[config.mk]
export PLATFORM = sky130hd
export DESIGN_NAME = tog_guard
export DESIGN_NICKNAME = d
export VERILOG_FILES = /design/src/inc/tog_pkg.sv /design/src/tog_tick.sv /design/src/tog_mult.sv /design/src/tog_guard.sv
export SDC_FILE = /design/constraint.sdc
export NUM_CORES = 2
export LEC_CHECK = 0
export ABC_AREA = 1
export BUFFER_PORTS_ARGS = -buffer_cell sky130_fd_sc_hd__buf_2
export CAP_MARGIN = 20
export CORE_ASPECT_RATIO = 1.5
export CORE_MARGIN = 1
export CORE_UTILIZATION = 65
export DETAILED_ROUTE_END_ITERATION = 8
export PLACE_DENSITY_LB_ADDON = 0.12
export SLEW_MARGIN = 0
export SYNTH_ARGS = -nofsm -noshare
export SYNTH_HDL_FRONTEND = slang
export SYNTH_SLANG_ARGS = --single-unit
[constraint.sdc]
create_clock -name clk -period 43.9 [get_ports clk]
set_clock_uncertainty 0.2 [all_clocks]
set_input_delay 8.78 -clock clk [delete_from_list [all_inputs] [get_ports clk]]
set_output_delay 8.78 -clock clk [all_outputs]
set_load 0.05 [all_outputs]
[src/inc/tog_pkg.sv]
// shared constants for the thermal overload guard
`default_nettype none

package tog_pkg;

  // register port geometry
  localparam int unsigned ADDR_W = 16;
  localparam int unsigned DATA_W = 32;

  // register offsets
  localparam logic [15:0] OFS_PEAK     = 16'h2031;
  localparam logic [15:0] OFS_RATED    = 16'h2B01;
  localparam logic [15:0] OFS_DUR      = 16'h2B02;
  localparam logic [15:0] OFS_THR      = 16'h2B03;
  localparam logic [15:0] OFS_ACC      = 16'h2B04;
  localparam logic [15:0] OFS_GRANT    = 16'h2B05;
  localparam logic [15:0] OFS_STATE    = 16'h2B06;
  localparam logic [15:0] OFS_GUARD_EN = 16'h2B07;
  localparam logic [15:0] OFS_SUBMODE  = 16'h3202;

  // field positions
  localparam int unsigned SUBMODE_CLOSED_BIT = 0;
  localparam int unsigned GUARD_EN_BIT       = 0;

  // reset values
  localparam logic [31:0] RST_PEAK     = 32'h0000_0000;
  localparam logic [31:0] RST_RATED    = 32'h0000_0000;
  localparam logic [31:0] RST_DUR      = 32'h0000_0000;
  localparam logic        RST_CLOSED   = 1'b0;
  localparam logic        RST_GUARD_EN = 1'b0;

  // guard state as read back by software
  localparam logic [31:0] GUARD_STATE_OFF = 32'h0000_0000;
  localparam logic [31:0] GUARD_STATE_ON  = 32'h0000_0001;

  // timing: accumulation step is one control period
  localparam int unsigned CLK_PERIOD_NS  = 10;
  localparam int unsigned TICK_PERIOD_US = 1000;
  localparam int unsigned TICK_CYCLES    = TICK_PERIOD_US * 1000 / CLK_PERIOD_NS;

  // guard modes, one-hot
  typedef enum logic [4:0] {
    TOG_OFF    = 5'b00001,  // guard disabled, peak granted
    TOG_CAP    = 5'b00010,  // open loop, capped at rated
    TOG_BYPASS = 5'b00100,  // closed loop, settings unusable
    TOG_ARMED  = 5'b01000,  // active, below threshold
    TOG_LIMIT  = 5'b10000   // active, threshold reached
  } tog_mode_e;

endpackage

`default_nettype wire

[src/tog_tick.sv]
// divider making the one-cycle control period pulse
`default_nettype none

module tog_tick
  import tog_pkg::*;
#(
  parameter int unsigned PERIOD = TICK_CYCLES  // clocks per pulse
) (
  input  wire logic clk,
  input  wire logic nrst,
  output var  logic tick
);

  localparam int unsigned CW = $clog2(PERIOD);

  if (PERIOD < 2) begin : g_bad_period
    $error("tog_tick: PERIOD must be at least 2");
  end

  // whole state of the divider
  typedef struct packed {
    logic [CW-1:0] cnt;  // cycles since last pulse
    logic          tick; // pulse register
  } tog_tick_s;

  tog_tick_s q;
  tog_tick_s d;

  // count to PERIOD-1, then pulse once and wrap
  always_comb begin
    d      = q;
    d.tick = 1'b0;
    if (q.cnt == CW'(PERIOD - 1)) begin
      d.cnt  = '0;
      d.tick = 1'b1;
    end else begin
      d.cnt = q.cnt + CW'(1);
    end
  end

  // registers, synchronous reset
  always_ff @(posedge clk) begin
    if (!nrst) begin
      q <= '0;
    end else begin
      q <= d;
    end
  end

  assign tick = q.tick;

endmodule

`default_nettype wire

[src/tog_mult.sv]
// registered unsigned multiplier for the threshold product
`default_nettype none

module tog_mult #(
  parameter int unsigned A_W = 32,  // width of first factor
  parameter int unsigned B_W = 16   // width of second factor
) (
  input  wire logic               clk,
  input  wire logic               nrst,
  input  wire logic [A_W-1:0]     a,
  input  wire logic [B_W-1:0]     b,
  output var  logic [A_W+B_W-1:0] p
);

  localparam int unsigned P_W = A_W + B_W;

  if (A_W < 1 || B_W < 1) begin : g_bad_width
    $error("tog_mult: factor widths must be positive");
  end

  // whole state: the product register
  typedef struct packed {
    logic [P_W-1:0] p;
  } tog_mult_s;

  tog_mult_s q;
  tog_mult_s d;

  // full-width product, one cycle of latency
  always_comb begin
    d   = q;
    d.p = P_W'(a) * P_W'(b);
  end

  // registers, synchronous reset
  always_ff @(posedge clk) begin
    if (!nrst) begin
      q <= '0;
    end else begin
      q <= d;
    end
  end

  assign p = q.p;

endmodule

`default_nettype wire

[src/tog_guard.sv]
// thermal overload guard: settings, heat accumulator, current clamp
//
// The implementer's own choice: the address-and-strobe port.
`default_nettype none

module tog_guard
  import tog_pkg::*;
#(
  parameter int unsigned CUR_W       = 16,          // current width, mA
  parameter int unsigned DUR_W       = 16,          // duration width, ms
  parameter int unsigned TICK_PERIOD = TICK_CYCLES  // clocks per step
) (
  input  wire logic              clk,
  input  wire logic              nrst,
  input  wire logic [ADDR_W-1:0] addr,
  input  wire logic [DATA_W-1:0] wr_data,
  input  wire logic              wr_en,
  input  wire logic              rd_en,
  input  wire logic [CUR_W-1:0]  motor_current,
  output var  logic [DATA_W-1:0] rd_data,
  output var  logic [CUR_W-1:0]  granted_current_limit,
  output var  logic              guard_active
);

  localparam int unsigned SQ_W  = 2 * CUR_W;      // squared current
  localparam int unsigned LIM_W = SQ_W + DUR_W;   // threshold, heat
  localparam int unsigned SH_W  = LIM_W - DATA_W; // bits dropped on read

  // refuse widths the read scaling cannot serve
  if (CUR_W < 1 || CUR_W > 32 || DUR_W < 1 || DUR_W > 32
      || LIM_W < DATA_W || TICK_PERIOD < 2) begin : g_bad_param
    $error("tog_guard: unsupported parameter values");
  end

  // whole state of the guard
  typedef struct packed {
    logic [CUR_W-1:0]  peak;   // peak current setting
    logic [CUR_W-1:0]  rated;  // rated current setting
    logic [DUR_W-1:0]  dur;    // peak duration setting
    logic              closed; // closed loop selected
    logic              en;     // guard enabled
    logic [LIM_W-1:0]  acc;    // heat accumulator
    tog_mode_e         mode;   // guard mode
    logic              active; // guard active flag
    logic [CUR_W-1:0]  grant;  // granted current
    logic [DATA_W-1:0] rdata;  // read answer
  } tog_core_s;

  tog_core_s q;
  tog_core_s d;

  logic              tick;     // one pulse per control period
  logic [SQ_W-1:0]   sq_gap;   // peak squared minus rated squared
  logic [LIM_W-1:0]  lim;      // threshold, one cycle behind settings
  logic [SQ_W-1:0]   sq_cur;   // measured current squared
  logic [SQ_W-1:0]   sq_rated; // rated current squared
  logic [LIM_W:0]    sum;      // accumulator plus step, one spare bit
  logic [LIM_W-1:0]  dec;      // decay step

  // squares of currents, used for measured, rated and peak
  function automatic logic [SQ_W-1:0] sq(input logic [CUR_W-1:0] v);
    return SQ_W'(v) * SQ_W'(v);
  endfunction

  // top bits of a wide value, as software sees it
  function automatic logic [DATA_W-1:0] rd_scale(input logic [LIM_W-1:0] v);
    return v[LIM_W-1 -: DATA_W];
  endfunction

  // guard live in either of the two active modes
  function automatic logic is_active(input tog_mode_e m);
    return (m == TOG_ARMED) || (m == TOG_LIMIT);
  endfunction

  // control period pulse
  tog_tick #(
    .PERIOD (TICK_PERIOD)
  ) u_tick (
    .clk  (clk),
    .nrst (nrst),
    .tick (tick)
  );

  // threshold = (peak^2 - rated^2) * duration; zero when unusable
  assign sq_gap = (q.peak > q.rated) ? (sq(q.peak) - sq(q.rated)) : '0;

  tog_mult #(
    .A_W (SQ_W),
    .B_W (DUR_W)
  ) u_mult (
    .clk  (clk),
    .nrst (nrst),
    .a    (sq_gap),
    .b    (q.dur),
    .p    (lim)
  );

  // next state: register port, accumulator, mode, grant
  always_comb begin
    d        = q;
    d.rdata  = '0;
    sq_cur   = sq(motor_current);
    sq_rated = sq(q.rated);
    sum      = '0;
    dec      = '0;

    // register writes; unmapped addresses are ignored
    if (wr_en) begin
      case (addr)
        OFS_PEAK:     d.peak   = wr_data[CUR_W-1:0];
        OFS_RATED:    d.rated  = wr_data[CUR_W-1:0];
        OFS_DUR:      d.dur    = wr_data[DUR_W-1:0];
        OFS_SUBMODE:  d.closed = wr_data[SUBMODE_CLOSED_BIT];
        OFS_GUARD_EN: d.en     = wr_data[GUARD_EN_BIT];
        default: ;
      endcase
    end

    // register reads; answer stands in the next cycle only
    if (rd_en) begin
      case (addr)
        OFS_PEAK:     d.rdata = DATA_W'(q.peak);
        OFS_RATED:    d.rdata = DATA_W'(q.rated);
        OFS_DUR:      d.rdata = DATA_W'(q.dur);
        OFS_THR:      d.rdata = rd_scale(lim);
        OFS_ACC:      d.rdata = rd_scale(q.acc);
        OFS_GRANT:    d.rdata = DATA_W'(q.grant);
        OFS_STATE:    d.rdata = q.active ? GUARD_STATE_ON
                                         : GUARD_STATE_OFF;
        OFS_SUBMODE:  d.rdata = DATA_W'(q.closed);
        OFS_GUARD_EN: d.rdata = DATA_W'(q.en);
        default:      d.rdata = '0;
      endcase
    end

    // heat accumulates once per control period while active
    if (is_active(q.mode)) begin
      if (tick) begin
        if (sq_cur > sq_rated) begin
          // step grows with the square, so peak fills it soonest
          sum = {1'b0, q.acc} + (LIM_W + 1)'(sq_cur - sq_rated);
          // clamp at threshold so decay starts from a known level
          d.acc = (sum > {1'b0, lim}) ? lim : sum[LIM_W-1:0];
        end else if (sq_cur < sq_rated) begin
          dec   = LIM_W'(sq_rated - sq_cur);
          d.acc = (q.acc > dec) ? (q.acc - dec) : '0;
        end
      end
    end else begin
      // leaving the active modes forgets old heat
      d.acc = '0;
    end

    // mode from settings; compare uses the updated heat at once
    if (!q.en) begin
      d.mode = TOG_OFF;
    end else if (!q.closed) begin
      d.mode = TOG_CAP;
    end else if (q.peak <= q.rated || q.dur == '0) begin
      d.mode = TOG_BYPASS;
    end else if (d.acc >= lim) begin
      d.mode = TOG_LIMIT;
    end else begin
      d.mode = TOG_ARMED;
    end
    d.active = is_active(d.mode);

    // granted current follows the new mode in the same cycle
    case (d.mode)
      TOG_OFF:    d.grant = q.peak;
      TOG_BYPASS: d.grant = q.peak;
      TOG_ARMED:  d.grant = q.peak;
      TOG_LIMIT:  d.grant = q.rated;
      // never grant more than either setting in open loop
      TOG_CAP:    d.grant = (q.peak < q.rated) ? q.peak : q.rated;
      default:    d.grant = q.rated;
    endcase
  end

  // registers, synchronous reset to the package defaults
  always_ff @(posedge clk) begin
    if (!nrst) begin
      q        <= '0;
      q.peak   <= RST_PEAK[CUR_W-1:0];
      q.rated  <= RST_RATED[CUR_W-1:0];
      q.dur    <= RST_DUR[DUR_W-1:0];
      q.closed <= RST_CLOSED;
      q.en     <= RST_GUARD_EN;
      q.mode   <= TOG_OFF;
    end else begin
      q <= d;
    end
  end

  // outputs straight from flops
  assign rd_data               = q.rdata;
  assign granted_current_limit = q.grant;
  assign guard_active          = q.active;
endmodule

`default_nettype wire

==> metrics list <==
- Clock root buffer: clkbuf_16
- The count of buffers added on input and output ports is 100.
* Post-synthesis to final-layout area growth: 3.42%
* CP startpoint kind: primary input
- Max-slew violation total from the final report: 0
- Storage element area: 4370 um^2
* Number of placement rows: 138
* Maximum number of pins on one net before global-route repair: 74
- TritonCTS built the clock tree.
- Setup violations remaining at the end of the flow were counted as 0.
* Post-route core utilization: 67.7%
* Clock buffers created by TritonCTS: 29
* Netlist area before placement: 61600 um^2
* Post-cts gate resize count: 0
- Proportion of synthesized flip-flops having asynchronous set or reset: 0%
* Most frequent CP cell: nand2_1
- Once the floorplan was initialized, standard cells occupied 65.5% of the core.
- Highest-count cells in the layout ignoring fill and taps: 1929 x inv_1, 1684 x nand2_1, 933 x fa_1
* Cells after synthesis: 8399
* Post-CTS setup buffer count: 0
- The flow ran to the end, and the final reports show no timing, DRC or antenna violations.
- The floorplan step defined a die boundary enclosing 96100 um^2.
- Maximum clock frequency: 40.8 MHz
- Core box area: 94100 um^2
- Class of the most critical setup path: in -> reg
- Across every metal layer, demand over resource in global routing totals 44.1%.
* DR vias/cell: 5.91
* Worst hold-check path type: reg -> reg
- The die is 253 um wide.
* CP Capture Type: flip-flop
- Reported max-cap violation count: 0
- Vias in the first global route: 58300
- At the pin with the least slew margin, the transition time is 1.21 ns.
- After layout, the worst path uses 55.9% of the clock period.
- Slew HR: 18.9%
- In the final timing run, aggregate negative setup slack is 0 ns.
- In this run the remaining antenna-violating nets after routing total 0.
- Period minus WS final: 24.52 ns
* DP Wirelength: 170000 um
* Fraction of layout cells with a size suffix above 1: 4.12%
- Measured along the y axis, the die boundary spans 379 um.
- Detailed Routing Iterations Pass 1: 8
- Sequential share of the synthesized area: 7.08%
- In the routed design, unresolved DRC markers number 0.
- Prevailing post-synth register cell: dfxtp_1
- The clock reaches the later pin of the worst-skew pair after 0.64 ns.
* Global-route wire length before repair: 320000 um
- Yosys printed 0 warnings.
- In this design, the stage delay of the slowest critical-path cell is 0.79 ns.
- The final layout contains routed wiring with a total length of 207000 um.
* Overflow left after global routing: 0
- Total Nets Final: 9972
* Number of hold-repair buffers added at the cts stage: 0
* Number of distinct library cells after synthesis: 62
- Most common cell after layout, fill and taps aside: inv_1
- Hold violation count in the final report: 0
- Counting flops and latches in the post-synthesis netlist gives 218.
- For the worst setup path, the data arrival time is 24.82 ns.
- CP max-delay cell: nor4_2
* Largest fanout on the critical path: 48
* Number of sinks driven by the clock tree: 218
- Post-synth EDFFs: 0
* CP required: 44.20 ns
* Number of design-rule violations left by the first detailed-router iteration: 5038
- The number of antenna violations at the first check in global routing was 17.
* Total I/O pin count: 117
- Setup repair after global routing left no endpoint under its margin.
- Average detailed-routed wire length per instance: 21.7 um
* Number of buffers between clock root and the deepest sink: 3
- CTS built an H-tree with a depth of 1.
* Clock-pin slew of the registers on the worst-case setup and hold paths: 0.07 ns
- Combined area of the multi-input logic cells: 48300 um^2
- The filler cells instantiated in the layout total 8271.
- Counting every net in the synthesized netlist gives 10100.
- Final weighted congestion in routability-driven placement: 1.07
* Count of vias placed by the detailed router: 56300
- A synthesized cell averages 7.34 um^2.
layer usage:
metal / up-vias / routed length, um / global-route usage [%]
li1: 25600 / - / -
met1: 26900 / 72300 / 50.1
met2: 2886 / 95400 / 72.9
met3: 899 / 19300 / 7.71
met4: 10 / 20000 / 35.1
met5: - / 72 / 0
cell usage after synthesis (12+ instances only):
| cell | instances | area [um^2] |
|---|---|---|
| fa_1 | 933 | 18700 |
| inv_1 | 1929 | 7240 |
| nor4_1 | 29 | 181 |
| o21a_1 | 44 | 330 |
| a21o_1 | 21 | 158 |
| o21ai_0 | 317 | 1590 |
| nand4_1 | 120 | 751 |
| buf_2 | 24 | 120 |
| o21bai_1 | 28 | 210 |
| o221ai_1 | 12 | 105 |
| a31o_2 | 12 | 105 |
| ha_1 | 718 | 8980 |
| a211oi_1 | 38 | 285 |
| nand2_1 | 1684 | 6320 |
| buf_1 | 20 | 75.1 |
| dfxtp_1 | 218 | 4360 |
| or2_2 | 19 | 119 |
| xnor2_1 | 92 | 806 |
| a221oi_1 | 34 | 298 |
| xor2_1 | 172 | 1510 |
| buf_4 | 58 | 435 |
| clkbuf_1 | 245 | 920 |
| nor2_2 | 16 | 100 |
| a21oi_1 | 544 | 2720 |
| nand3_1 | 183 | 916 |
| nand3_2 | 13 | 130 |
| nor2_1 | 579 | 2170 |
| a31oi_1 | 35 | 219 |
| o22ai_1 | 34 | 213 |
| o21ai_1 | 25 | 125 |
| nand3b_1 | 27 | 203 |
| nor3_1 | 35 | 175 |
| o31ai_1 | 12 | 90.1 |
| nand2_2 | 16 | 100 |
state kept, by name (all words and copies together) (netlist names):
| register | count |
|---|---|
| q | 103 |
| u_mult.p | 48 |
| rd_data | 32 |
| u_tick.q | 17 |
| granted_current_limit | 16 |
| guard_active | 1 |
| u_tick.tick | 1 |
worst paths after layout:
kind	endpoint	startpoint	depth (start not counted)	slack (ns)
worst min register to register	q[49]$_SDFF_PN1_	q[102]$_SDFFE_PN0P_	1	0.24
worst max register to register	u_mult.p[47]$_SDFF_PN0_	q[125]$_SDFFE_PN0P_	59	25.61
worst min-delay path	q[49]$_SDFF_PN1_	q[102]$_SDFFE_PN0P_	1	0.24
worst max-delay path	granted_current_limit[9]$_SDFF_PN0_	motor_current[3]	74	19.38
critical path, delay by kind of cell:
family | cells | cell delay [ns]
AOI/OAI and AO/OA | 10 | 3.24
xor gates and xnor gates | 2 | 0.55
adders and majority gates | 11 | 4.67
buffers and inverters | 12 | 1.90
and+or+nand+nor | 39 | 5.61
cell families after synthesis:
logic type / synth area share [%]
AND/OR/NAND/NOR: 18.5
buffers and inverters: 14.5
adder cells (fa/ha/maj): 44.9
flip-flops: 7.08
XOR/XNOR: 3.75
AO/OA/AOI/OAI: 11.3
through the flow:
step / std cells / hold slack (ns) / area [um^2] / setup WS [ns]
2_1_floorplan: 8399 / 0.192 / 61600 / 22.87
3_3_place_gp: 9479 / 0.204 / 62700 / 19.09
3_5_place_dp: 9480 / 0.207 / 62700 / 19.16
4_1_cts: 9534 / 0.226 / 63700 / 19.68
5_1_grt: 9536 / 0.242 / 63700 / 18.50
6_report: 9540 / 0.237 / 63700 / 19.38
cell type report:
| cell class | count | share of cell area (%) |
|---|---|---|
| Multi-Input combinational cell | 5879 | 75.8 |
| Sequential cell | 218 | 6.85 |
| Tap cell | 1260 | 2.47 |
| Timing Repair Buffer | 178 | 1.76 |
| Clock inverter | 23 | 0.410 |
| Antenna cell | 4 | 0.0157 |
| Clock buffer | 31 | 1.18 |
| Inverter | 1947 | 11.5 |
Power is not shown: default switching activity piles up to over one toggle a cycle in this logic, so the estimate is an artifact.
